===== src/core/ufc_defines.vh =====
// Constants for the function-core control block: offsets, fields, resets.
// Assumes inclusion by bare name from core design files.
`ifndef UFC_DEFINES_VH
`define UFC_DEFINES_VH

`define UFC_SFR_ADDR 8'h96
`define UFC_SFR_DATA 8'h97
`define UFC_IDX_FUNC_ADDR 6'h00
`define UFC_IDX_POWER 6'h01
`define UFC_IDX_EP0_CTRL 6'h11

`define UFC_ADR_BUSY 7
`define UFC_ADR_AUTO_READ 6

`define UFC_PWR_ISO 7
`define UFC_PWR_INH 4
`define UFC_PWR_RST 3
`define UFC_PWR_RESUME 2
`define UFC_PWR_SUSP 1
`define UFC_PWR_SUSP_EN 0

`define UFC_E0_SETUP_END_ACK 7
`define UFC_E0_OUT_SVC 6
`define UFC_E0_STALL 5
`define UFC_E0_SETUP_END 4
`define UFC_E0_DEND 3
`define UFC_E0_STALL_SENT 2
`define UFC_E0_INRDY 1
`define UFC_E0_OUTRDY 0

`define UFC_RST_ADDR 8'h00
`define UFC_RST_FUNC_ADDR 8'h00
`define UFC_RST_POWER 8'h10
`define UFC_RST_EP0_CTRL 8'h00

// Indirect read latency in cycles, sized to the latency counter
`define UFC_READ_LAT 2'd2

`endif


===== src/core/ufc_skid_buffer.v =====
// Two-entry valid/ready buffer for the indirect read data path.
// Assumes one synchronous active-low reset on the system clock.
`timescale 1ns/1ps
`default_nettype none

module ufc_skid_buffer #(
    parameter WIDTH = 8
) (
    input wire i_clk_sys,
    input wire i_resetn,
    input wire i_in_valid,
    output wire o_in_ready,
    input wire [WIDTH-1:0] i_in_data,
    output wire o_out_valid,
    input wire i_out_ready,
    output wire [WIDTH-1:0] o_out_data
);
    reg [WIDTH-1:0] mem_reg [0:1];
    reg rd_ptr_reg;
    reg wr_ptr_reg;
    reg [1:0] count_reg;
    wire push;
    wire pop;

    assign o_in_ready = (count_reg != 2'd2);
    assign o_out_valid = (count_reg != 2'd0);
    assign o_out_data = mem_reg[rd_ptr_reg];
    assign push = i_in_valid && o_in_ready;
    assign pop = o_out_valid && i_out_ready;

    always @(posedge i_clk_sys) begin
        if (!i_resetn) begin
            rd_ptr_reg <= 1'b0;
            wr_ptr_reg <= 1'b0;
            count_reg <= 2'd0;
            mem_reg[0] <= {WIDTH{1'b0}};
            mem_reg[1] <= {WIDTH{1'b0}};
        end else begin
            if (push) begin
                mem_reg[wr_ptr_reg] <= i_in_data;
                wr_ptr_reg <= ~wr_ptr_reg;
            end
            if (pop) begin
                rd_ptr_reg <= ~rd_ptr_reg;
            end
            if (push && !pop) begin
                count_reg <= count_reg + 2'd1;
            end else if (pop && !push) begin
                count_reg <= count_reg - 2'd1;
            end
        end
    end
endmodule // ufc_skid_buffer

`default_nettype wire


===== src/core/ufc_core_ctrl.v =====
// Function-core control: indirect register port, function address,
// power control and endpoint-zero handshakes.
// Assumes a byte-wide firmware register port and pulse-level bus events
// from a serial engine, all synchronous to i_clk_sys.
`timescale 1ns/1ps
`default_nettype none
`include "ufc_defines.vh"

// Contract
// - Writing busy one starts an indirect read at the index field; zero does nothing.
// - Busy clears once data is in the data register; data invalid while busy.
// - Auto-read on: each data read while busy is low starts the next read at same index.
// - Six-bit index field selects the core register for data reads and writes.
// - Function address register at index zero holds seven-bit device address.
// - New address used only after the current control transfer completes.
// - Pending bit sets on address write, clears when new address takes effect.
// - Iso update on: wait for frame start, earlier IN gets zero-length packet.
// - Inhibit set by reset, firmware only clears it; traffic ignored while set.
// - Writing bus-reset one forces controller reset; read shows bus reset state.
// - Resume one while suspended drives wakeup; writing zero interrupts, clears suspend.
// - Suspend state sets on entering suspend; clears on resume end or bus resume.
// - Suspend detect enable zero ignores bus suspend; one enters suspend.
// - Setup-end acknowledge write clears setup-end flag; reads zero.
// - Out-serviced write alone clears out-ready; reads zero.
// - Send stall ends transfer; cleared when stall sent, stall-sent set in the same cycle.
// - Setup-end flag sets when transaction ends before data-end written.
// - Firmware sets data-end with last handshake; device clears it itself.
// - In-ready cleared with interrupt when sent or overwritten by SETUP or OUT.
// - Endpoint-zero data packet received sets out-ready and raises interrupt.
module ufc_core_ctrl (
    input wire i_clk_sys,
    input wire i_resetn,
    input wire i_sfr_wr,
    input wire i_sfr_rd,
    input wire [7:0] i_sfr_addr,
    input wire [7:0] i_sfr_wdata,
    output reg [7:0] o_sfr_rdata,
    input wire i_bus_reset,
    input wire i_bus_suspend,
    input wire i_bus_resume,
    input wire i_sof,
    input wire i_in_token,
    input wire i_ep0_in_sent,
    input wire i_ep0_setup_rx,
    input wire i_ep0_out_rx,
    input wire i_ep0_stall_sent,
    input wire i_ctrl_xfer_end,
    input wire i_iso_armed,
    output wire [6:0] o_match_address,
    output wire o_traffic_enable,
    output wire o_force_core_reset,
    output wire o_resume_drive,
    output wire o_ep0_stall_req,
    output wire o_iso_send_zero_len,
    output wire o_iso_send_packet,
    output wire o_interrupt
);
    reg busy_reg;
    reg auto_read_enable_reg;
    reg [5:0] indirect_index_field_reg;
    reg [7:0] indirect_core_data_reg;
    reg [1:0] lat_cnt_reg;
    reg fetched_reg;
    reg [6:0] function_address_reg;
    reg [6:0] active_address_reg;
    reg addr_pending_reg;
    reg iso_update_on_frame_reg;
    reg controller_inhibit_reg;
    reg resume_reg;
    reg suspend_state_reg;
    reg suspend_detect_enable_reg;
    reg force_reset_reg;
    reg send_stall_reg;
    reg setup_end_flag_reg;
    reg data_end_a_reg;
    reg stall_sent_reg;
    reg in_ready_reg;
    reg out_ready_reg;
    reg sof_seen_reg;
    reg irq_reg;

    wire wr_adr = i_sfr_wr && (i_sfr_addr == `UFC_SFR_ADDR);
    wire wr_dat = i_sfr_wr && (i_sfr_addr == `UFC_SFR_DATA);
    wire rd_dat = i_sfr_rd && (i_sfr_addr == `UFC_SFR_DATA);
    wire wr_func_addr = wr_dat && (indirect_index_field_reg == `UFC_IDX_FUNC_ADDR);
    wire wr_power = wr_dat && (indirect_index_field_reg == `UFC_IDX_POWER);
    wire wr_e0 = wr_dat && (indirect_index_field_reg == `UFC_IDX_EP0_CTRL);
    // Inhibit masks every bus-side event except bus reset, which still reads through
    wire live = !controller_inhibit_reg;
    wire ev_sent = live && i_ep0_in_sent;
    wire ev_setup = live && i_ep0_setup_rx;
    wire ev_out = live && i_ep0_out_rx;
    wire ev_stall = live && i_ep0_stall_sent;
    wire ev_end = live && i_ctrl_xfer_end;

    // Read path: core register value captured into the buffer
    reg [7:0] core_val;
    always @* begin
        case (indirect_index_field_reg)
            `UFC_IDX_FUNC_ADDR: core_val = {addr_pending_reg, function_address_reg};
            `UFC_IDX_POWER: core_val = {iso_update_on_frame_reg, 2'b00,
                controller_inhibit_reg, i_bus_reset, resume_reg,
                suspend_state_reg, suspend_detect_enable_reg};
            `UFC_IDX_EP0_CTRL: core_val = {2'b00, send_stall_reg, setup_end_flag_reg,
                data_end_a_reg, stall_sent_reg, in_ready_reg, out_ready_reg};
            default: core_val = 8'h00;
        endcase
    end

    wire start_rd = (wr_adr && i_sfr_wdata[`UFC_ADR_BUSY]) ||
        (rd_dat && auto_read_enable_reg && !busy_reg);
    // One push per fetch; a second copy would clear busy of a later read
    wire fetch_done = busy_reg && !fetched_reg && (lat_cnt_reg == 2'd0);
    wire buf_in_ready;
    wire buf_out_valid;
    wire [7:0] buf_out_data;

    // Buffer drains every cycle it holds a word; the data register always takes it
    ufc_skid_buffer #(
        .WIDTH(8)
    ) u_buf (
        .i_clk_sys(i_clk_sys),
        .i_resetn(i_resetn),
        .i_in_valid(fetch_done),
        .o_in_ready(buf_in_ready),
        .i_in_data(core_val),
        .o_out_valid(buf_out_valid),
        .i_out_ready(1'b1),
        .o_out_data(buf_out_data)
    );

    always @(posedge i_clk_sys) begin
        if (!i_resetn) begin
            busy_reg <= 1'b0;
            fetched_reg <= 1'b0;
            lat_cnt_reg <= 2'd0;
            auto_read_enable_reg <= 1'b0;
            indirect_index_field_reg <= 6'h00;
            indirect_core_data_reg <= 8'h00;
        end else begin
            if (wr_adr) begin
                auto_read_enable_reg <= i_sfr_wdata[`UFC_ADR_AUTO_READ];
                indirect_index_field_reg <= i_sfr_wdata[5:0];
            end
            if (start_rd) begin
                busy_reg <= 1'b1;
                fetched_reg <= 1'b0;
                lat_cnt_reg <= `UFC_READ_LAT - 2'd1;
            end else begin
                if (fetch_done && buf_in_ready) begin
                    fetched_reg <= 1'b1;
                end else if (busy_reg && lat_cnt_reg != 2'd0) begin
                    lat_cnt_reg <= lat_cnt_reg - 2'd1;
                end
                // A fresh start keeps busy even if an older word lands now
                if (buf_out_valid) begin
                    busy_reg <= 1'b0;
                end
            end
            if (buf_out_valid) begin
                indirect_core_data_reg <= buf_out_data;
            end else if (wr_dat) begin
                indirect_core_data_reg <= i_sfr_wdata;
            end
        end
    end

    always @* begin
        if (i_sfr_addr == `UFC_SFR_ADDR) begin
            o_sfr_rdata = {busy_reg, auto_read_enable_reg, indirect_index_field_reg};
        end else if (i_sfr_addr == `UFC_SFR_DATA) begin
            o_sfr_rdata = indirect_core_data_reg;
        end else begin
            o_sfr_rdata = 8'h00;
        end
    end

    // Function address with deferred activation
    always @(posedge i_clk_sys) begin
        if (!i_resetn || force_reset_reg) begin
            function_address_reg <= 7'h00;
            active_address_reg <= 7'h00;
            addr_pending_reg <= 1'b0;
        end else begin
            if (wr_func_addr) begin
                function_address_reg <= i_sfr_wdata[6:0];
                addr_pending_reg <= 1'b1;
            end else if (addr_pending_reg && ev_end) begin
                active_address_reg <= function_address_reg;
                addr_pending_reg <= 1'b0;
            end
        end
    end
    assign o_match_address = active_address_reg;

    // Power control; a forced reset reinstates inhibit one cycle later
    always @(posedge i_clk_sys) begin
        if (!i_resetn) begin
            force_reset_reg <= 1'b0;
            iso_update_on_frame_reg <= 1'b0;
            controller_inhibit_reg <= 1'b1;
            resume_reg <= 1'b0;
            suspend_state_reg <= 1'b0;
            suspend_detect_enable_reg <= 1'b0;
            sof_seen_reg <= 1'b0;
        end else begin
            force_reset_reg <= wr_power && i_sfr_wdata[`UFC_PWR_RST];
            if (force_reset_reg) begin
                controller_inhibit_reg <= 1'b1;
                iso_update_on_frame_reg <= 1'b0;
                resume_reg <= 1'b0;
                suspend_state_reg <= 1'b0;
                suspend_detect_enable_reg <= 1'b0;
                sof_seen_reg <= 1'b0;
            end else begin
                if (wr_power) begin
                    iso_update_on_frame_reg <= i_sfr_wdata[`UFC_PWR_ISO];
                    suspend_detect_enable_reg <= i_sfr_wdata[`UFC_PWR_SUSP_EN];
                    if (!i_sfr_wdata[`UFC_PWR_INH]) begin
                        controller_inhibit_reg <= 1'b0;
                    end
                    if (i_sfr_wdata[`UFC_PWR_RESUME] && suspend_state_reg) begin
                        resume_reg <= 1'b1;
                    end else if (!i_sfr_wdata[`UFC_PWR_RESUME]) begin
                        resume_reg <= 1'b0;
                    end
                end
                if (live && i_bus_suspend && suspend_detect_enable_reg) begin
                    suspend_state_reg <= 1'b1;
                end else if ((wr_power && resume_reg && !i_sfr_wdata[`UFC_PWR_RESUME]) ||
                    (live && i_bus_resume)) begin
                    suspend_state_reg <= 1'b0;
                end
                if (live && i_sof) begin
                    sof_seen_reg <= 1'b1;
                end else if (live && i_in_token && sof_seen_reg) begin
                    sof_seen_reg <= 1'b0;
                end
            end
        end
    end

    // Isochronous IN choice for the serial engine
    wire iso_ok = !iso_update_on_frame_reg || sof_seen_reg || (live && i_sof);
    assign o_iso_send_packet = live && i_in_token && i_iso_armed && iso_ok;
    assign o_iso_send_zero_len = live && i_in_token && i_iso_armed && !iso_ok;
    assign o_traffic_enable = live;
    assign o_force_core_reset = force_reset_reg;
    assign o_resume_drive = resume_reg;

    // Endpoint-zero handshakes; hardware sets beat firmware clears
    wire e0_b = wr_e0 ? 1'b1 : 1'b0;
    always @(posedge i_clk_sys) begin
        if (!i_resetn || force_reset_reg) begin
            send_stall_reg <= 1'b0;
            setup_end_flag_reg <= 1'b0;
            data_end_a_reg <= 1'b0;
            stall_sent_reg <= 1'b0;
            in_ready_reg <= 1'b0;
            out_ready_reg <= 1'b0;
            irq_reg <= 1'b0;
        end else begin
            irq_reg <= ev_sent && in_ready_reg || ((ev_setup || ev_out) && in_ready_reg) ||
                ev_setup || ev_out ||
                (wr_power && resume_reg && !i_sfr_wdata[`UFC_PWR_RESUME]);
            if (ev_stall && send_stall_reg) begin
                send_stall_reg <= 1'b0;
            end else if (e0_b && i_sfr_wdata[`UFC_E0_STALL]) begin
                send_stall_reg <= 1'b1;
            end
            if (ev_stall) begin
                stall_sent_reg <= 1'b1;
            end else if (e0_b && !i_sfr_wdata[`UFC_E0_STALL_SENT]) begin
                stall_sent_reg <= 1'b0;
            end
            if ((ev_end || ev_setup) && !data_end_a_reg &&
                !(e0_b && i_sfr_wdata[`UFC_E0_DEND])) begin
                setup_end_flag_reg <= 1'b1;
            end else if (e0_b && i_sfr_wdata[`UFC_E0_SETUP_END_ACK]) begin
                setup_end_flag_reg <= 1'b0;
            end
            if (ev_end) begin
                data_end_a_reg <= 1'b0;
            end else if (e0_b && i_sfr_wdata[`UFC_E0_DEND]) begin
                data_end_a_reg <= 1'b1;
            end
            if (ev_sent || ev_setup || ev_out) begin
                in_ready_reg <= 1'b0;
            end else if (e0_b && i_sfr_wdata[`UFC_E0_INRDY]) begin
                in_ready_reg <= 1'b1;
            end
            if (ev_setup || ev_out) begin
                out_ready_reg <= 1'b1;
            end else if (e0_b && i_sfr_wdata[`UFC_E0_OUT_SVC]) begin
                out_ready_reg <= 1'b0;
            end
        end
    end
    assign o_ep0_stall_req = send_stall_reg;
    assign o_interrupt = irq_reg;
endmodule // ufc_core_ctrl

`default_nettype wire


===== config.mk =====
export PLATFORM = sky130hd
export DESIGN_NAME = ufc_core_ctrl
export DESIGN_NICKNAME = d
export VERILOG_FILES = /design/src/core/ufc_skid_buffer.v /design/src/core/ufc_core_ctrl.v
export VERILOG_INCLUDE_DIRS = /design/src /design/src/core
export SDC_FILE = /design/constraint.sdc
export NUM_CORES = 1
export LEC_CHECK = 0
export BUFFER_PORTS_ARGS = -buffer_cell sky130_fd_sc_hd__buf_2
export CAP_MARGIN = 5
export CORE_MARGIN = 10
export CORE_UTILIZATION = 45
export DETAILED_ROUTE_END_ITERATION = 10
export PLACE_DENSITY = 0.77
export SLEW_MARGIN = 40
export SYNTH_ARGS = -nofsm -noshare
export SYNTH_HDL_FRONTEND = slang
export SYNTH_SLANG_ARGS = --single-unit
export TNS_END_PERCENT = 10

===== constraint.sdc =====
create_clock -name i_clk_sys -period 2.2 [get_ports i_clk_sys]
set_clock_uncertainty 0.05 [all_clocks]
set_input_delay 0.11 -clock i_clk_sys [delete_from_list [all_inputs] [get_ports i_clk_sys]]
set_output_delay 0.11 -clock i_clk_sys [all_outputs]
set_load 0.01 [all_outputs]

# Yosys cells after proc, flatten, opt, wreduce, memory -nomap -nowiden
# Memories as Yosys holds them, arrays and structs flattened. A register that Yosys moved wholly into a read port is not among the register bits.
# Index checks and enable logic that the tools add are counted.
[totals]
in_bits = 31
register_bits = 52
output_inout_bits = 22
n_memories = 1
ramBits = 16
[op_classes]
n_eq_ne = 7
muxes = 36
addsub = 3
n_reduce_logical = 94
bitwise = 6
[mem_list]
columns = ["memory", "depth", "width", "read_ports", "rd_ports_with_merged_regs", "write_ports", "line", "source"]
rows = [
  ["u_buf.mem_reg", 2, 8, 1, 1, 2, "ufc_skid_buffer.v:18", "reg [WIDTH-1:0] mem_reg [0:1];"],
]
[op_table]
columns = ["op", "n"]
rows = [
  ["1-bit logical AND", 45],
  ["8-bit two-way mux", 5],
  ["1-bit two-way mux", 28],
  ["8-bit case mux with 3 select lines", 1],
  ["2-bit nonzero test", 12],
  ["8-bit == test (second input constant)", 2],
  ["1-bit logical OR", 13],
  ["1-bit zero test", 11],
  ["2-bit AND reduction", 5],
  ["2-bit OR reduction", 5],
  ["8-bit OR reduction", 1],
  ["6-bit by 1-bit == test with 1-bit output (second input constant)", 1],
  ["6-bit by 5-bit == test with 1-bit output (second input constant)", 1],
  ["6-bit zero test", 1],
  ["1-bit inverter", 6],
  ["2-bit two-way mux", 2],
  ["2-bit != test (second input constant)", 2],
  ["2-bit by 1-bit subtractor with 2-bit output (second input constant)", 2],
  ["2-bit by 1-bit adder with 2-bit output (second input constant)", 1],
  ["2-bit zero test", 1],
  ["2-bit by 1-bit != test with 1-bit output (second input constant)", 1],
]

# Depth between registers and ports, before layout
# Gate-level depths: netlist (run 1).
[logic_depth]
ltp_word = 9
mapped_depth = 8
depth_no_buf = 7

# By module
# A second synthesis (run 1) with hierarchy kept.
[unflattened]
hier_cells = 360
area_unflattened_um2 = 3306.9
[by_module_without_submodules]
columns = ["module", "seq_area_each_um2", "cells_each", "area_each_um2", "instances"]
rows = [
  ["ufc_core_ctrl", 960.9, 284, 2363.5, 1],
  ["ufc_skid_buffer", 580.6, 76, 943.4, 1],
]

# Worst setup path after synthesis (run 1)
# OpenSTA, ideal clock, no wires.
[synth_timing]
path_kind = "reg-to-reg"
from = "register lat_cnt_reg[0]"
to = "memory u_buf.mem_reg[0][0], enable pin"
path_buffers = 1
path_stages_with_launch = 7
t_arrival_ps = 1480
path_slack_ps = 286
path_cell_list = "dfxtp_1 > inv_1 > ha_1 > and4b_1 > buf_2 > inv_1 > o21ai_0"
[synth_lines]
columns = ["item", "line", "source"]
rows = [
  ["from (decl)", "ufc_core_ctrl.v:62", "reg [1:0] lat_cnt_reg;"],
  ["from (signal assigned)", "ufc_core_ctrl.v:148", "lat_cnt_reg <= `UFC_READ_LAT - 2'd1;"],
  ["from (signal assigned)", "ufc_core_ctrl.v:153", "lat_cnt_reg <= lat_cnt_reg - 2'd1;"],
  ["to (decl)", "ufc_skid_buffer.v:18", ""],
]

==> impl_metrics.ini, run 1 <==
[outcome]
status = finished clean

[power_and_ir_drop]
intPower_mw = 2.11
ir_drop_mv = 0.477
p_sw_share_pct = 27.0
p_per_area_nw_per_um2 = 759
clkPwrFrac_pct = 34.5
power.leakage_nw = 1.41
switchingPower_mw = 0.780
p_comb_share_pct = 14.2
power_mw = 2.89
p_seq_share_pct = 51.2

[clock_tree]
path_clk_slew_ns = 0.07
cts_buffers = 9
clk_latency_ns = 0.34
htreeDepth = 3
clock-sinks = 69
clockBufferDepth = 2
post_cts.repair.setup_buffers = 0
root_buffer = clkbuf_8
cts_tree = done

[placement]
place_area_um2 = 3600
dp_cells = 493
port-buffer-count = 52
gp_congestion = 0.863
hpwl_um = 6250
pre_cts_ws_ns = 0.260

[timing]
worst_slew_pin_slew_ns = 0.694
finalHoldViolCount = 0
fin_crit_ns = 1.98
timing.fmax_mhz = 505
holdWs_ns = 0.0190
layout_setup_ws_ns = 0.218
grt_setup_unrepaired = no
relSlewSlack_pct = 53.6
period_share_pct = 90.1
tns_ns = 0
maxSlewViolCount = 0
setup_violations = 0

[floorplanning]
design.die.area_um2 = 11200
core_area_um2 = 7210
rows = 31
io_pins = 53
start_util_pct = 45.9
die_y_um = 106
die_w_um = 106

[global_routing]
grt_pass1_wl_um = 14000
antenna_found_initial = 0
grt_max_degree = 29
grt-ovfl-total = 0
grt.total_usage_pct = 15.3
grt_pass1_vias = 2816

[setup_path]
rr_worst_depth = 5
r2r_start = lat_cnt_reg[0]$_SDFFE_PN0P_
cpMaxStageDelayCell = nand2_1
startpoint = lat_cnt_reg[0]$_SDFFE_PN0P_
rr_endpoint = u_buf.mem_reg[1][7]$_SDFFCE_PN0P_
crit_path_end = u_buf.mem_reg[1][7]$_SDFFCE_PN0P_
crit_fanout = 9
worst-setup-path-type = reg2reg
worst_path_largest_cell_delay_ns = 0.39
r2r_setup_slack_ns = 0.22
setup.worst_path.start_class = flop
critPathArrivalTime_ns = 1.94
cp.required_ns = 2.16
endpoint_kind = flop
path_cells = inv_1, ha_1, and4b_1, nand3_1, nand2_1

[drt]
drt-pass1-iter-count = 5
routed_wl_um = 8520
drt_iter0_drc = 192
route.detailed.drc = 0
dr_total_vias = 2824
viasPerCell = 5.53
antenna_left = 0
routedWlPerCell_um = 16.7

[synthesis]
synth-edff-count = 16
synth_cell_type_count = 55
syn_inst = 360
async_reset_ff_share_pct = 0
syn_area_per_cell_um2 = 9.20
syn-num-nets = 393
synth_seq_area_share_pct = 46.5
synth-seq-cells = 69
yosys_most_used_dff = dfxtp_1
yosys_warnings = 0
syn_area_um2 = 3310

[layout]
largest_register_ffs = 16
final_layout_size_suffix_gt1_share_pct = 20.6
fillCellCount = 670
fin_util_pct = 52.9
syn_to_final_growth_pct = 15.1
final_common_cell = dfxtp_1
diodes = 0
fin_area_um2 = 3810
layout_common_cells = 53 x dfxtp_1, 52 x buf_2, 49 x nand2_1
fin_nets = 440
layout.cells.non_filler = 511

[job]
cap_violations = 0

[min_path]
hold_class = in2reg
## repair_timing
item | CTS | global route
endpoints found under the setup margin | 0 | 0
gates resized for setup | 0 | 0
hold endpoints to repair | 2 | 0
hold buffers | 2 | 0
## per-layer routing
layer  wire (um)  track usage (%)
met5           0                0
met4          92             3.97
met3         742             6.52
met2        3860             23.4
met1        3830             19.3
## final cells by class
cell class | instances | area (um^2) | share of cell area [%]
clock buffer | 13 | 181 | 4.76
timing repair buffer | 58 | 310 | 8.14
tap | 99 | 124 | 3.25
multi-input combinational | 261 | 1610 | 42.3
clock inverter | 3 | 15.0 | 0.394
sequential | 69 | 1540 | 40.4
inverter | 8 | 30.0 | 0.787
## how the worst min path moves through the flow
| stage | startpoint | to | cells after the start |
|---|---|---|---|
| 2_1_floorplan | i_sfr_wdata[6] | auto_read_enable_reg$_SDFFE_PN0N_ | 2 |
| 3_3_place_gp | i_sof | sof_seen_reg$_SDFFE_PP0P_ | 3 |
| 3_5_place_dp | i_sof | sof_seen_reg$_SDFFE_PP0P_ | 3 |
| 4_1_cts | i_sfr_wdata[0] | function_address_reg[0]$_SDFFE_PP0P_ | 3 |
| 5_1_grt | i_sfr_wdata[4] | function_address_reg[4]$_SDFFE_PP0P_ | 3 |
| 6_report | i_sfr_wdata[4] | function_address_reg[4]$_SDFFE_PP0P_ | 3 |
## logic make-up after synthesis
group                      Yosys count  share of synthesized area [%]
xor gates and xnor gates             5                           1.32
muxes                               13                           3.93
buffers and inverters               30                           4.80
DFF                                 69                           46.5
and+or+nand+nor                    151                           25.5
adders and majority gates            2                          0.755
AOI/OAI and AO/OA                   90                           17.2
## critical path, delay by kind of cell, from the launching register on
kind	cells	cell delay (ns)
and+or+nand+nor	3	1.04
adders and majority gates	1	0.17
DFF	1	0.32
buffers and inverters	1	0.06
## cell usage after synthesis (all sizes together) (5+ instances only)
master | n | area share (%)
nand2 | 49 | 5.6
inv | 8 | 0.91
clkbuf | 13 | 2.1
o2111ai | 8 | 2.1
nor2 | 27 | 3.1
nor3b | 8 | 1.8
dfxtp | 53 | 32
buf | 9 | 1.8
a21oi | 27 | 4.3
o21ai | 34 | 5.3
a21boi | 5 | 1.1
mux2i | 13 | 3.9
and2 | 5 | 0.94
a22o | 8 | 2.2
and4 | 5 | 1.4
nand3 | 17 | 2.6
nor2b | 11 | 2.1
edfxtp | 16 | 15
## power groups by stage
stage               clock [mW]  sequential [mW]  combinational (mW)
detailed placement           0             1.51               0.406
floorplan                    0             1.47               0.344
finish                    1.00             1.48               0.412
global placement             0             1.50               0.393
global route              1.08             1.49               0.455
CTS                       1.02             1.48               0.411
No activity file was read; power rests on OpenSTA's default activity.
==> run 2, diff against run 1 <==
--- a/config.mk
+++ b/config.mk
@@ -15,5 +15,6 @@
 export SLEW_MARGIN = 40
 export SYNTH_ARGS = -nofsm -noshare
 export SYNTH_HDL_FRONTEND = slang
+export SYNTH_HIERARCHICAL = 1
 export SYNTH_SLANG_ARGS = --single-unit
 export TNS_END_PERCENT = 10
==> impl_metrics.ini, run 2 <==
[timing]
setup_violations = 0
finalHoldViolCount = 0
tns_ns = 0
timing.fmax_mhz = 526
layout_setup_ws_ns = 0.301
maxSlewViolCount = 0
fin_crit_ns = 1.90
grt_setup_unrepaired = no
relSlewSlack_pct = 58.5
worst_slew_pin_slew_ns = 0.622
period_share_pct = 86.3

[synthesis]
syn_area_um2 = 3310
syn_inst = 360
synthTopCellsByCount = 53 x dfxtp_1, 45 x nor2_1, 40 x a21oi_1, 40 x nand2_1, 28 x mux2i_1
synth_cell_type_count = 52
yosys_warnings = 6
synth_area_leader_cell = dfxtp_1
synth-edff-count = 16
synth_top_area_share_pct = 32.1
synth_seq_area_share_pct = 46.6
syn-num-nets = 393
yosysMostFrequentCell = dfxtp_1
synth-seq-cells = 69
synth_area_leaders = dfxtp_1 32%, edfxtp_1 15%, mux2i_1 8.5%, a21oi_1 6.1%, nor2_1 5.1%
yosys_most_used_dff = dfxtp_1
syn_area_per_cell_um2 = 9.19
async_reset_ff_share_pct = 0

[layout]
layout_common_cells = 53 x dfxtp_1, 52 x buf_2, 45 x nor2_1
syn_to_final_growth_pct = 18.5
largest_register_ffs = 16
fin_nets = 446
final_common_cell = dfxtp_1
layout.cells.non_filler = 517
final_layout_size_suffix_gt1_share_pct = 22.5
diodes = 0
fin_area_um2 = 3920

[setup_path]
endpoint_kind = flop
setup.worst_path.start_class = flop
crit_fanout = 14
cp.required_ns = 2.42
critPathArrivalTime_ns = 2.12
worst-setup-path-type = reg2reg

[floorplanning]
start_util_pct = 45.8
die_y_um = 106
design.die.area_um2 = 11200
core_area_um2 = 7210
rows = 31
die_w_um = 106
io_pins = 53

[job]
cap_violations = 0

[global_routing]
grt_max_degree = 33
grt.total_usage_pct = 15.2
grt_pass1_wl_um = 13900
grt_pass1_vias = 2859
grt-ovfl-total = 0
antenna_found_initial = 0

[power_and_ir_drop]
power.leakage_nw = 1.52
p_per_area_nw_per_um2 = 730
ir_drop_mv = 0.318

[clock_tree]
htreeDepth = 3
root_buffer = clkbuf_8
path_clk_slew_ns = 0.08
cts_buffers = 9
clockBufferDepth = 2
clock-sinks = 69
clk_latency_ns = 0.34
cts_tree = done

[drt]
antenna_left = 0
drt_iter0_drc = 159
routedWlPerCell_um = 16.2
route.detailed.drc = 0
dr_total_vias = 2764
routed_wl_um = 8360
drt-pass1-iter-count = 5
viasPerCell = 5.35

[placement]
hpwl_um = 6050
dp_cells = 499
pre_cts_ws_ns = 0.346
port-buffer-count = 52
gp_congestion = 0.877
place_area_um2 = 3650

[outcome]
status = finished clean

[min_path]
hold_class = in2reg
==> run 2: cell types whose count changed after synthesis, moves of 3 or more <==
cell,before,now
nor2_1,27,45
a21oi_1,25,40
mux2i_1,13,28
o21ai_0,31,19
nand2_1,49,40
mux2_2,0,8
nor3b_1,8,0
o2111ai_1,8,0
a22o_1,7,0
nand3_1,17,10
a21boi_0,5,2
buf_2,6,3
==> run 2: final cells by class <==
class                           instances  area (um^2)
Fill cell                             653         3290
Multi-Input combinational cell        264         1650
Sequential cell                        69         1540
Timing Repair Buffer                   61          333
Clock buffer                           13          201
Tap cell                               99          124
Clock inverter                          3         45.0
Inverter                                8         30.0
==> run 2: routing by layer <==
| metal | share of wire, % | track usage [%] |
|---|---|---|
| met1 | 44 | 19.1 |
| met2 | 47 | 23.5 |
| met3 | 7.3 | 4.02 |
| met4 | 1.6 | 7.74 |
| met5 | 0 | 0 |
==> run 2: through the flow <==
stage	util, %	hold WS, ns	power (mW)
after CTS	54.3	0.0109	2.88
after global routing	54.3	0.0210	2.95
after global placement	50.6	0.328	1.67
final	54.3	0.0244	2.86
after detailed placement	50.6	0.333	1.68
after floorplan	-	0.160	1.59
==> run 2: kinds of logic (layout without fill, tap and decap cells) <==
| kind of cell | count (synthesis) | in the layout | share of synthesized area (%) |
|---|---|---|---|
| AO/OA/AOI/OAI | 76 | 76 | 12.8 |
| XOR/XNOR | 4 | 4 | 1.06 |
| adder cells (fa/ha/maj) | 2 | 2 | 0.757 |
| buffers and inverters | 27 | 85 | 3.63 |
| flip-flops | 69 | 69 | 46.6 |
| multiplexers | 36 | 36 | 11.2 |
| other | 1 | 1 | 0.113 |
| AND/OR/NAND/NOR | 145 | 145 | 23.8 |
==> run 2: critical path: stages, from the launching register on <==
cell      delay (ns)
dfxtp_1         0.51
nor4bb_1        0.40
and4_1          0.53
o21ai_0         0.16
a21oi_1         0.17
==> run 2: path summary, 6_finish.rpt <==
path	slack, ns	start	endpoint	cells past startpoint
worst max-delay path	0.30	indirect_index_field_reg[0]$_SDFFE_PN0N_	o_match_address[1]$_SDFFE_PP0P_	4
worst min-delay path	0.02	i_sfr_wdata[0]	function_address_reg[0]$_SDFFE_PP0P_	3
worst min register to register	0.43	o_match_address[3]$_SDFFE_PP0P_	o_match_address[3]$_SDFFE_PP0P_	2
worst max register to register	0.30	indirect_index_field_reg[0]$_SDFFE_PN0N_	o_match_address[1]$_SDFFE_PP0P_	4
==> run 2: repair_timing <==
item | CTS | global route
hold endpoints to repair | 2 | 0
hold buffers | 2 | 0
gates resized for setup | 0 | 0
setup buffers | 0 | 0
endpoints found under the setup margin | 0 | 0
==> run 2: power breakdown <==
| part | leakage [nW] | internal [mW] | total [mW] | switching, mW |
|---|---|---|---|---|
| logic | 0.805 | 0.115 | 0.257 | 0.142 |
| clock network | 0.126 | 0.726 | 1.21 | 0.484 |
| registers | 0.593 | 1.35 | 1.39 | 0.0420 |
